File: config.mk
export PLATFORM = sky130hd
export DESIGN_NAME = vde_sequencer
export DESIGN_NICKNAME = d
export VERILOG_FILES = /design/src/design/vde_pkg.sv /design/src/design/vde_sequencer.sv
export SDC_FILE = /design/constraint.sdc
export NUM_CORES = 1
export LEC_CHECK = 0
export ABC_AREA = 0
export ABC_CLOCK_PERIOD_IN_PS = 3200
export BUFFER_PORTS_ARGS = -buffer_cell sky130_fd_sc_hd__buf_2
export CAP_MARGIN = 20
export CORE_MARGIN = 10
export CORE_UTILIZATION = 55
export CTS_CLUSTER_DIAMETER = 30
export DETAILED_ROUTE_END_ITERATION = 10
export PLACE_DENSITY = 0.9
export SLEW_MARGIN = 20
export SYNTH_ARGS = -nofsm -noshare
export SYNTH_HDL_FRONTEND = slang
export SYNTH_SLANG_ARGS = --single-unit
File: constraint.sdc
create_clock -name aclk -period 3.2 [get_ports aclk]
set_clock_uncertainty 0.15 [all_clocks]
set_input_delay 0.48 -clock aclk [delete_from_list [all_inputs] [get_ports aclk]]
set_output_delay 0.48 -clock aclk [all_outputs]
set_load 0.02 [all_outputs]
File: src/design/vde_pkg.sv
// constants and carrier types for the video delta encoder sequencer
// assumes a single 100 MHz clock domain and an axi4-lite register port
package vde_pkg;
  // register map, byte addresses
  localparam logic [3:0]  CTRL_ADDR      = 4'h0;
  localparam logic [3:0]  STATUS_ADDR    = 4'h4;
  localparam logic [3:0]  FILL_ADDR      = 4'h8;
  localparam int          CTRL_FILL_BIT  = 0;
  localparam logic [1:0]  RESP_OKAY      = 2'h0;
  localparam logic [1:0]  RESP_SLVERR    = 2'h2;

  // header words
  localparam logic [29:0] TIME_WORD      = 30'h01010101;
  localparam logic [7:0]  VSYNC_CODE     = 8'hf1;  // arbitrary pattern
  localparam logic [7:0]  HSYNC_CODE     = 8'hf2;  // arbitrary pattern
  localparam logic [7:0]  SPARE_WORD     = 8'h00;
  localparam logic [1:0]  TIME_SEG_LAST  = 2'h3;
  localparam logic [3:0]  TIME_SEG_LEN   = 4'h8;
  localparam logic [3:0]  TIME_TAIL_LEN  = 4'h6;

  // quantization level codes carried in the absolute value word
  localparam logic [1:0]  QL6            = 2'h2;
  localparam logic [1:0]  QL5            = 2'h1;
  localparam logic [1:0]  QL4            = 2'h0;

  // fill counter and its two switchable thresholds
  localparam logic signed [9:0] FILL_PRESET = 10'sh080;
  localparam logic signed [9:0] THR_LO_A    = 10'sh078;
  localparam logic signed [9:0] THR_LO_B    = 10'sh07c;
  localparam logic signed [9:0] THR_HI_A    = 10'sh088;
  localparam logic signed [9:0] THR_HI_B    = 10'sh084;

  // default code set: bits left aligned, sent msb first
  localparam logic [3:0]  LEN_ZERO       = 4'h1;
  localparam logic [3:0]  LEN_ONE        = 4'h3;
  localparam logic [3:0]  LEN_TWO        = 4'h5;
  localparam logic [3:0]  LEN_THREE      = 4'h6;
  localparam logic [3:0]  LEN_REM        = 4'h8;
  localparam logic [3:0]  REM_PREFIX     = 4'hf;
  localparam logic [4:0]  WORD_BITS      = 5'h1e;

  typedef enum logic [2:0] {
    ST_VIDEO, ST_BLANK, ST_TIME, ST_SYNC, ST_SPARE, ST_ABS
  } vde_state_t;

  typedef struct packed {
    logic [7:0] bits;
    logic [3:0] len;
  } vde_code_t;
endpackage : vde_pkg

File: src/design/vde_sequencer.sv
// sequencer, quantizer, code selector and 30-bit packer of a video delta encoder
// assumes all inputs except sample_strobe synchronous to aclk; the rate buffer takes buf_word on buf_load
//
// Decided for this implementation: the register addresses and the AXI4-Lite register port.
`timescale 1ns/100ps
module vde_sequencer (
  input  wire logic        aclk,
  input  wire logic        aresetn,
  input  wire logic [3:0]  s_axi_awaddr,
  input  wire logic        s_axi_awvalid,
  output logic             s_axi_awready,
  input  wire logic [31:0] s_axi_wdata,
  input  wire logic [3:0]  s_axi_wstrb,
  input  wire logic        s_axi_wvalid,
  output logic             s_axi_wready,
  output logic [1:0]       s_axi_bresp,
  output logic             s_axi_bvalid,
  input  wire logic        s_axi_bready,
  input  wire logic [3:0]  s_axi_araddr,
  input  wire logic        s_axi_arvalid,
  output logic             s_axi_arready,
  output logic [31:0]      s_axi_rdata,
  output logic [1:0]       s_axi_rresp,
  output logic             s_axi_rvalid,
  input  wire logic        s_axi_rready,
  input  wire logic        sample_strobe,
  input  wire logic        hblank,
  input  wire logic        vblank,
  input  wire logic [5:0]  video_in,
  input  wire logic        near_empty,
  input  wire logic        buf_read,
  output logic             ready_load,
  output logic             transfer,
  output logic             load_cmd,
  output logic [1:0]       quant_level_select,
  output logic [29:0]      buf_word,
  output logic             buf_load
);
  // quantize a six bit sample, filling vacated high bits with ones
  function automatic logic [5:0] quantize(input logic [5:0] v, input logic [1:0] ql);
    logic [5:0] q;
    q = v;
    if (ql == vde_pkg::QL5) begin
      q = {1'b1, v[5:1]};
    end else if (ql == vde_pkg::QL4) begin
      q = {2'b11, v[5:2]};
    end
    return q;
  endfunction : quantize
  logic                   strobe_s1_reg;
  logic                   strobe_s2_reg;
  logic                   strobe_s3_reg;
  logic                   blank_now;
  logic                   load_now;
  logic                   fill_sel_reg;
  logic                   vblank_seen_reg;
  logic [1:0]             seg_reg;
  logic [5:0]             cur_reg;
  logic [5:0]             prev_reg;
  logic [7:0]             code_sr_reg;
  logic [3:0]             bits_left_reg;
  logic [29:0]            acc_reg;
  logic [29:0]            acc_next;
  logic [4:0]             count_reg;
  logic signed [9:0]      fill_reg;
  logic signed [9:0]      fill_last_reg;
  logic signed [9:0]      thr_lo;
  logic signed [9:0]      thr_hi;
  logic signed [6:0]      delta;
  logic [1:0]             ql_eval;
  logic                   eval_now;
  vde_pkg::vde_state_t    state_reg;
  vde_pkg::vde_state_t    eff_state;
  vde_pkg::vde_state_t    state_next;
  vde_pkg::vde_code_t     code;
  logic                   aw_held_reg;
  logic                   w_held_reg;
  logic [3:0]             awaddr_reg;
  logic [31:0]            wdata_reg;
  logic [3:0]             wstrb_reg;

  assign blank_now = hblank | vblank;
  // strobe synchroniser; the edge is taken past stage two so stage one feeds only it
  always_ff @(posedge aclk) begin
    if (!aresetn) begin
      strobe_s1_reg <= 1'b0;
      strobe_s2_reg <= 1'b0;
      strobe_s3_reg <= 1'b0;
      ready_load    <= 1'b0;
      transfer      <= 1'b0;
    end else begin
      strobe_s1_reg <= sample_strobe;
      strobe_s2_reg <= strobe_s1_reg;
      strobe_s3_reg <= strobe_s2_reg;
      ready_load    <= strobe_s2_reg & ~strobe_s3_reg;
      transfer      <= ready_load;
    end
  end

  // loads pass except while blanking persists past its first load
  assign load_now = ready_load & ~((state_reg == vde_pkg::ST_BLANK) & blank_now);
  // a blank state leaving on this pulse already emits its first header
  always_comb begin
    eff_state = state_reg;
    if (state_reg == vde_pkg::ST_BLANK && !blank_now) begin
      eff_state = vblank_seen_reg ? vde_pkg::ST_TIME : vde_pkg::ST_SYNC;
    end
  end

  // header sequence order, advanced once per load
  always_comb begin
    state_next = eff_state;
    unique case (eff_state)
      vde_pkg::ST_VIDEO: begin
        if (blank_now) begin
          state_next = vde_pkg::ST_BLANK;
        end
      end
      vde_pkg::ST_BLANK: state_next = vde_pkg::ST_BLANK;
      vde_pkg::ST_TIME: begin
        if (seg_reg == vde_pkg::TIME_SEG_LAST) begin
          state_next = vde_pkg::ST_SYNC;
        end
      end
      vde_pkg::ST_SYNC:  state_next = vde_pkg::ST_SPARE;
      vde_pkg::ST_SPARE: state_next = vde_pkg::ST_ABS;
      vde_pkg::ST_ABS:   state_next = vde_pkg::ST_VIDEO;
    endcase
  end
  always_ff @(posedge aclk) begin
    if (!aresetn) begin
      state_reg <= vde_pkg::ST_BLANK;
    end else if (ready_load) begin
      state_reg <= state_next;
    end
  end

  // remembers whether the current blanking interval was vertical
  always_ff @(posedge aclk) begin
    if (!aresetn) begin
      vblank_seen_reg <= 1'b0;
    end else if (ready_load && state_reg == vde_pkg::ST_VIDEO && blank_now) begin
      vblank_seen_reg <= vblank;
    end else if (ready_load && state_reg == vde_pkg::ST_BLANK && vblank) begin
      vblank_seen_reg <= 1'b1;
    end
  end

  // time word segment counter
  always_ff @(posedge aclk) begin
    if (!aresetn) begin
      seg_reg <= 2'h0;
    end else if (ready_load) begin
      seg_reg <= (eff_state == vde_pkg::ST_TIME) ? seg_reg + 2'h1 : 2'h0;
    end
  end

  // holding registers move on transfer, after the code was chosen
  always_ff @(posedge aclk) begin
    if (!aresetn) begin
      cur_reg  <= 6'h00;
      prev_reg <= 6'h00;
    end else if (transfer) begin
      prev_reg <= cur_reg;
      cur_reg  <= quantize(video_in, quant_level_select);
    end
  end

  assign delta = 7'(signed'({1'b0, cur_reg})) - 7'(signed'({1'b0, prev_reg}));
  // code selector; near empty overrides every delta code
  always_comb begin
    code = '{bits: 8'h00, len: vde_pkg::LEN_ZERO};
    unique case (eff_state)
      vde_pkg::ST_TIME: begin
        if (seg_reg == vde_pkg::TIME_SEG_LAST) begin
          code = '{bits: {vde_pkg::TIME_WORD[5:0], 2'b00}, len: vde_pkg::TIME_TAIL_LEN};
        end else begin
          code = '{bits: 8'(vde_pkg::TIME_WORD >> (5'h16 - 5'(seg_reg) * 5'h08)),
                   len: vde_pkg::TIME_SEG_LEN};
        end
      end
      vde_pkg::ST_SYNC: begin
        code = '{bits: vblank_seen_reg ? vde_pkg::VSYNC_CODE : vde_pkg::HSYNC_CODE,
                 len: vde_pkg::LEN_REM};
      end
      vde_pkg::ST_SPARE: code = '{bits: vde_pkg::SPARE_WORD, len: vde_pkg::LEN_REM};
      vde_pkg::ST_ABS: begin
        code = '{bits: {quant_level_select, cur_reg}, len: vde_pkg::LEN_REM};
      end
      vde_pkg::ST_BLANK, vde_pkg::ST_VIDEO: begin
        if (near_empty || delta > 7'sd3 || delta < -7'sd3) begin
          code = '{bits: {vde_pkg::REM_PREFIX, cur_reg[5:2]}, len: vde_pkg::LEN_REM};
        end else if (delta == 7'sd0) begin
          code = '{bits: 8'h00, len: vde_pkg::LEN_ZERO};
        end else if (delta == 7'sd1 || delta == -7'sd1) begin
          code = '{bits: {2'b10, delta[6], 5'h00}, len: vde_pkg::LEN_ONE};
        end else if (delta == 7'sd2 || delta == -7'sd2) begin
          code = '{bits: {4'b1100, delta[6], 3'h0}, len: vde_pkg::LEN_TWO};
        end else begin
          code = '{bits: {5'b11010, delta[6], 2'h0}, len: vde_pkg::LEN_THREE};
        end
      end
    endcase
  end

  // load command and code register; an eight-bit burst ends well before the next sample
  always_ff @(posedge aclk) begin
    if (!aresetn) begin
      load_cmd      <= 1'b0;
      code_sr_reg   <= 8'h00;
      bits_left_reg <= 4'h0;
    end else begin
      load_cmd <= load_now;
      if (load_now) begin
        code_sr_reg   <= code.bits;
        bits_left_reg <= code.len;
      end else if (bits_left_reg != 4'h0) begin
        code_sr_reg   <= {code_sr_reg[6:0], 1'b0};
        bits_left_reg <= bits_left_reg - 4'h1;
      end
    end
  end

  // output packer, one code bit per clock of the burst
  assign acc_next = {acc_reg[28:0], code_sr_reg[7]};
  always_ff @(posedge aclk) begin
    if (!aresetn) begin
      acc_reg   <= 30'h0;
      count_reg <= 5'h00;
      buf_word  <= 30'h0;
      buf_load  <= 1'b0;
    end else begin
      buf_load <= 1'b0;
      if (bits_left_reg != 4'h0 && !load_now) begin
        if (count_reg == vde_pkg::WORD_BITS - 5'h01) begin
          buf_word  <= acc_next;
          buf_load  <= 1'b1;
          acc_reg   <= 30'h0;
          count_reg <= 5'h00;
        end else begin
          acc_reg   <= acc_next;
          count_reg <= count_reg + 5'h01;
        end
      end
    end
  end

  // end of a line is the load that enters blanking
  assign eval_now = ready_load & (state_reg == vde_pkg::ST_VIDEO) & blank_now;
  assign thr_lo   = fill_sel_reg ? vde_pkg::THR_LO_B : vde_pkg::THR_LO_A;
  assign thr_hi   = fill_sel_reg ? vde_pkg::THR_HI_B : vde_pkg::THR_HI_A;
  always_comb begin
    if (fill_reg < thr_lo) begin
      ql_eval = vde_pkg::QL6;
    end else if (fill_reg < thr_hi) begin
      ql_eval = vde_pkg::QL5;
    end else begin
      ql_eval = vde_pkg::QL4;
    end
  end

  // fill counter; the reload absorbs same-cycle words, else they would be lost
  always_ff @(posedge aclk) begin
    if (!aresetn) begin
      fill_reg           <= vde_pkg::FILL_PRESET;
      fill_last_reg      <= vde_pkg::FILL_PRESET;
      quant_level_select <= vde_pkg::QL6;
    end else if (eval_now) begin
      fill_last_reg      <= fill_reg;
      quant_level_select <= ql_eval;
      fill_reg           <= vde_pkg::FILL_PRESET + 10'(buf_load) - 10'(buf_read);
    end else begin
      fill_reg <= fill_reg + 10'(buf_load) - 10'(buf_read);
    end
  end
  // axi write: address and data taken in either order, answer after both
  always_ff @(posedge aclk) begin
    if (!aresetn) begin
      aw_held_reg   <= 1'b0;
      w_held_reg    <= 1'b0;
      awaddr_reg    <= 4'h0;
      wdata_reg     <= 32'h0;
      wstrb_reg     <= 4'h0;
      s_axi_awready <= 1'b0;
      s_axi_wready  <= 1'b0;
      s_axi_bvalid  <= 1'b0;
      s_axi_bresp   <= vde_pkg::RESP_OKAY;
      fill_sel_reg  <= 1'b0;
    end else begin
      s_axi_awready <= ~aw_held_reg & ~s_axi_awready & s_axi_awvalid & ~s_axi_bvalid;
      s_axi_wready  <= ~w_held_reg & ~s_axi_wready & s_axi_wvalid & ~s_axi_bvalid;
      if (s_axi_awvalid && s_axi_awready) begin
        aw_held_reg <= 1'b1;
        awaddr_reg  <= s_axi_awaddr;
      end
      if (s_axi_wvalid && s_axi_wready) begin
        w_held_reg <= 1'b1;
        wdata_reg  <= s_axi_wdata;
        wstrb_reg  <= s_axi_wstrb;
      end
      if (aw_held_reg && w_held_reg && !s_axi_bvalid) begin
        aw_held_reg  <= 1'b0;
        w_held_reg   <= 1'b0;
        s_axi_bvalid <= 1'b1;
        s_axi_bresp  <= vde_pkg::RESP_OKAY;
        if (awaddr_reg == vde_pkg::CTRL_ADDR) begin
          if (wstrb_reg[0]) begin
            fill_sel_reg <= wdata_reg[vde_pkg::CTRL_FILL_BIT];
          end
        end else if (awaddr_reg != vde_pkg::STATUS_ADDR && awaddr_reg != vde_pkg::FILL_ADDR) begin
          s_axi_bresp <= vde_pkg::RESP_SLVERR;
        end
      end else if (s_axi_bvalid && s_axi_bready) begin
        s_axi_bvalid <= 1'b0;
      end
    end
  end
  // axi read, one outstanding
  always_ff @(posedge aclk) begin
    if (!aresetn) begin
      s_axi_arready <= 1'b0;
      s_axi_rvalid  <= 1'b0;
      s_axi_rdata   <= 32'h0;
      s_axi_rresp   <= vde_pkg::RESP_OKAY;
    end else begin
      s_axi_arready <= ~s_axi_arready & s_axi_arvalid & ~s_axi_rvalid;
      if (s_axi_arvalid && s_axi_arready) begin
        s_axi_rvalid <= 1'b1;
        s_axi_rresp  <= vde_pkg::RESP_OKAY;
        unique case (s_axi_araddr)
          vde_pkg::CTRL_ADDR:   s_axi_rdata <= {31'h0, fill_sel_reg};
          vde_pkg::STATUS_ADDR: s_axi_rdata <= {24'h0, near_empty, vblank_seen_reg,
                                                3'(state_reg), 1'b0, quant_level_select};
          vde_pkg::FILL_ADDR:   s_axi_rdata <= {22'h0, fill_last_reg};
          default: begin
            s_axi_rdata <= 32'h0;
            s_axi_rresp <= vde_pkg::RESP_SLVERR;
          end
        endcase
      end else if (s_axi_rvalid && s_axi_rready) begin
        s_axi_rvalid <= 1'b0;
      end
    end
  end

endmodule : vde_sequencer

==> impl_metrics.toml <==
[run_status]
status = "completed"

[global_route]
grt.total_usage_pct = 17.8
grt_pass1_wl_mm = 26.8
antenna_found_initial = 0
grt_pass1_vias = 5740
grt.overflow.total = 0
grt_max_degree = 62

[layout]
final_cell_mix = "dfxtp_1, nand2_1, a21oi_1, buf_2, nor2_1"
finish.instance_area_um2 = 7970
mostFrequentLayoutCell = "dfxtp_1"
largest_register_ffs = 30
drive_above_1_share_pct = 16.0
fillers = 939
nets = 988
antennaDiodeCount = 0
regArea_um2 = 2980
multi_input_area_um2 = 3600
syn_to_final_growth_pct = 15.1

[drt]
drt_first_pass_iters = 5
drt-total-wl_mm = 16.2
wl_per_cell_um = 15.0
drt_iter0_drc = 655
vias_per_cell = 5.59
drc_errors = 0
vias = 6016
ant_nets = 0

[clock_network]
cts_sinks = 149
cts_max_level = 4
insertion_delay_ns = 0.42
cts_tree = "yes"
clkTransAtPathRegs_ns = 0.06
clock_path_buffers = 2
hold_buffers = 0
numCtsBuffers = 17
cts_root_buf = "clkbuf_16"

[sta]
max_freq_mhz = 327
rsz0062_at_grt = "false"
drv_slew = 0
finalCritPeriodShare_pct = 95.5
finalSetupViolations = 0
fin_setup_tns_ns = 0
hold_viol = 0
whs_ns = 0.155
period_minus_slack_ns = 3.06
max_slew_margin_pct = 38.8
worst_pin_slew_ns = 0.912

[run]
max_cap_violations = 0

[logic_synthesis]
synth_edf_count = 0
ys_seq_area_share_pct = 43.1
synthDistinctLibCells = 62
synthFlopType = "dfxtp_1"
synthTopCellsByArea = "dfxtp_1, nand2_1, a21oi_1"
ys_ff_latch = 149
synth_cells = 827
yosys.area.top_type = "dfxtp_1"
yosys_warnings = 0
syn_avg_cell_area_um2 = 8.38
async_flop_share_pct = 0
netlist_area_um2 = 6930
netlist.area_leader.share_pct = 43.1

[setup_path]
worstSetupPathType = "flop to flop"
crit_fanout = 6
worstPathRequired_ns = 3.37
critPathLaunchType = "flop"
endpoint_kind = "flop"
arrival_ns = 3.22

[placed_design]
gp_congestion = 0.917
dp_hpwl_mm = 11.1
io_buffers = 80
placed_area_um2 = 7400

[pwr]
ir_worst_vdd_v = 0.000452
p_leak_nw = 3.30
power.density_nw_per_um2 = 669
finalPower_mw = 5.34

[floorplanning]
die_w_um = 132
dieArea_um2 = 17500
std_cell_rows = 40
coreArea_um2 = 12200
initial_utilization_pct = 57.0
fp.dieH_um = 132
io_pins = 139

[worst_hold_path]
hold_path_class = "input pin to flop"
-- logic make-up (layout without fill, tap and decap cells) --
| logic type | Yosys count | after routing | share of synthesized area, % |
|---|---|---|---|
| compound gates | 212 | 212 | 20.0 |
| buf+inv | 103 | 161 | 6.93 |
| mux | 21 | 21 | 3.05 |
| other cells | 1 | 24 | 0.0541 |
| fa+ha+maj | 31 | 31 | 5.82 |
| xor+xnor | 14 | 14 | 1.77 |
| flops | 149 | 149 | 43.1 |
| simple gates | 296 | 296 | 19.3 |
-- stage by stage --
stage / util, % / setup slack, ns / std cells
6_report: 65.6 / 0.144 / 1076
5_1_grt: 65.6 / 0.0188 / 1076
4_1_cts: 65.4 / 0.0617 / 1076
3_5_place_dp: 60.9 / 0.0908 / 1044
3_3_place_gp: 60.9 / 0.163 / 1044
2_1_floorplan: - / 0.322 / 850
-- cells in the mapped netlist, types with 5 or more instances --
| cell | n |
|---|---|
| nor3b_1 | 5 |
| a31oi_1 | 8 |
| a22oi_1 | 9 |
| a22o_1 | 31 |
| dfxtp_1 | 149 |
| clkbuf_1 | 40 |
| nand2b_1 | 10 |
| and2_1 | 6 |
| xor2_1 | 6 |
| inv_1 | 34 |
| nor3_1 | 7 |
| nand4_1 | 5 |
| ha_1 | 29 |
| xnor2_1 | 8 |
| nor2b_1 | 10 |
| buf_4 | 24 |
| nand3_1 | 18 |
| mux2i_1 | 20 |
| nand2_1 | 134 |
| o21ai_0 | 27 |
| a2111oi_0 | 5 |
| a21oi_1 | 89 |
| nor2_1 | 79 |
-- timing repair --
item | in CTS | in global routing
pin swaps | 0 | 1
setup endpoints to repair | 1 | 7
buffers inserted | 0 | 0
resized for setup | 1 | 6
-- per-layer routing --
layer  wire, um  global-route usage (%)
met1       6960                    20.7
met2       7740                    29.9
met3       1110                    5.53
met4        359                    6.78
met5          0                       0
-- power breakdown --
part	switching, mW	internal, mW	total, mW
Clock	0.822	1.01	1.84
Combinational	0.890	0.537	1.43
Sequential	0.104	1.97	2.07
-- critical path: stages, from the launching register on --
cell	delay, ns
dfxtp_1	0.38
inv_1	0.06
ha_1	0.22
fa_2	0.38
nand2b_1	0.17
a21oi_2	0.21
mux2_2	0.42
nand3b_4	0.13
nor2_1	0.06
or4_4	0.52
a311oi_1	0.24
-- final cells by class --
cell class | count | share of cell area (%)
Clock buffer | 18 | 5.38
Sequential cell | 149 | 37.4
Timing Repair Buffer | 94 | 6.34
Clock inverter | 14 | 1.46
Tap cell | 168 | 2.64
Inverter | 35 | 1.65
Multi-Input combinational cell | 598 | 45.1
-- worst paths after layout --
kind / from / endpoint / slack [ns] / cells past startpoint
max: cur_reg[0]$_SDFFE_PN0P_ / code_sr_reg[7]$_SDFFE_PN0P_ / 0.14 / 10
min: sample_strobe / strobe_s1_reg$_SDFF_PN0_ / 0.16 / 2
max reg2reg: cur_reg[0]$_SDFFE_PN0P_ / code_sr_reg[7]$_SDFFE_PN0P_ / 0.14 / 10
min reg2reg: strobe_s3_reg$_SDFF_PN0_ / ready_load$_SDFF_PN0_ / 0.24 / 1
Note: power is estimated with default switching activity, not from simulation.
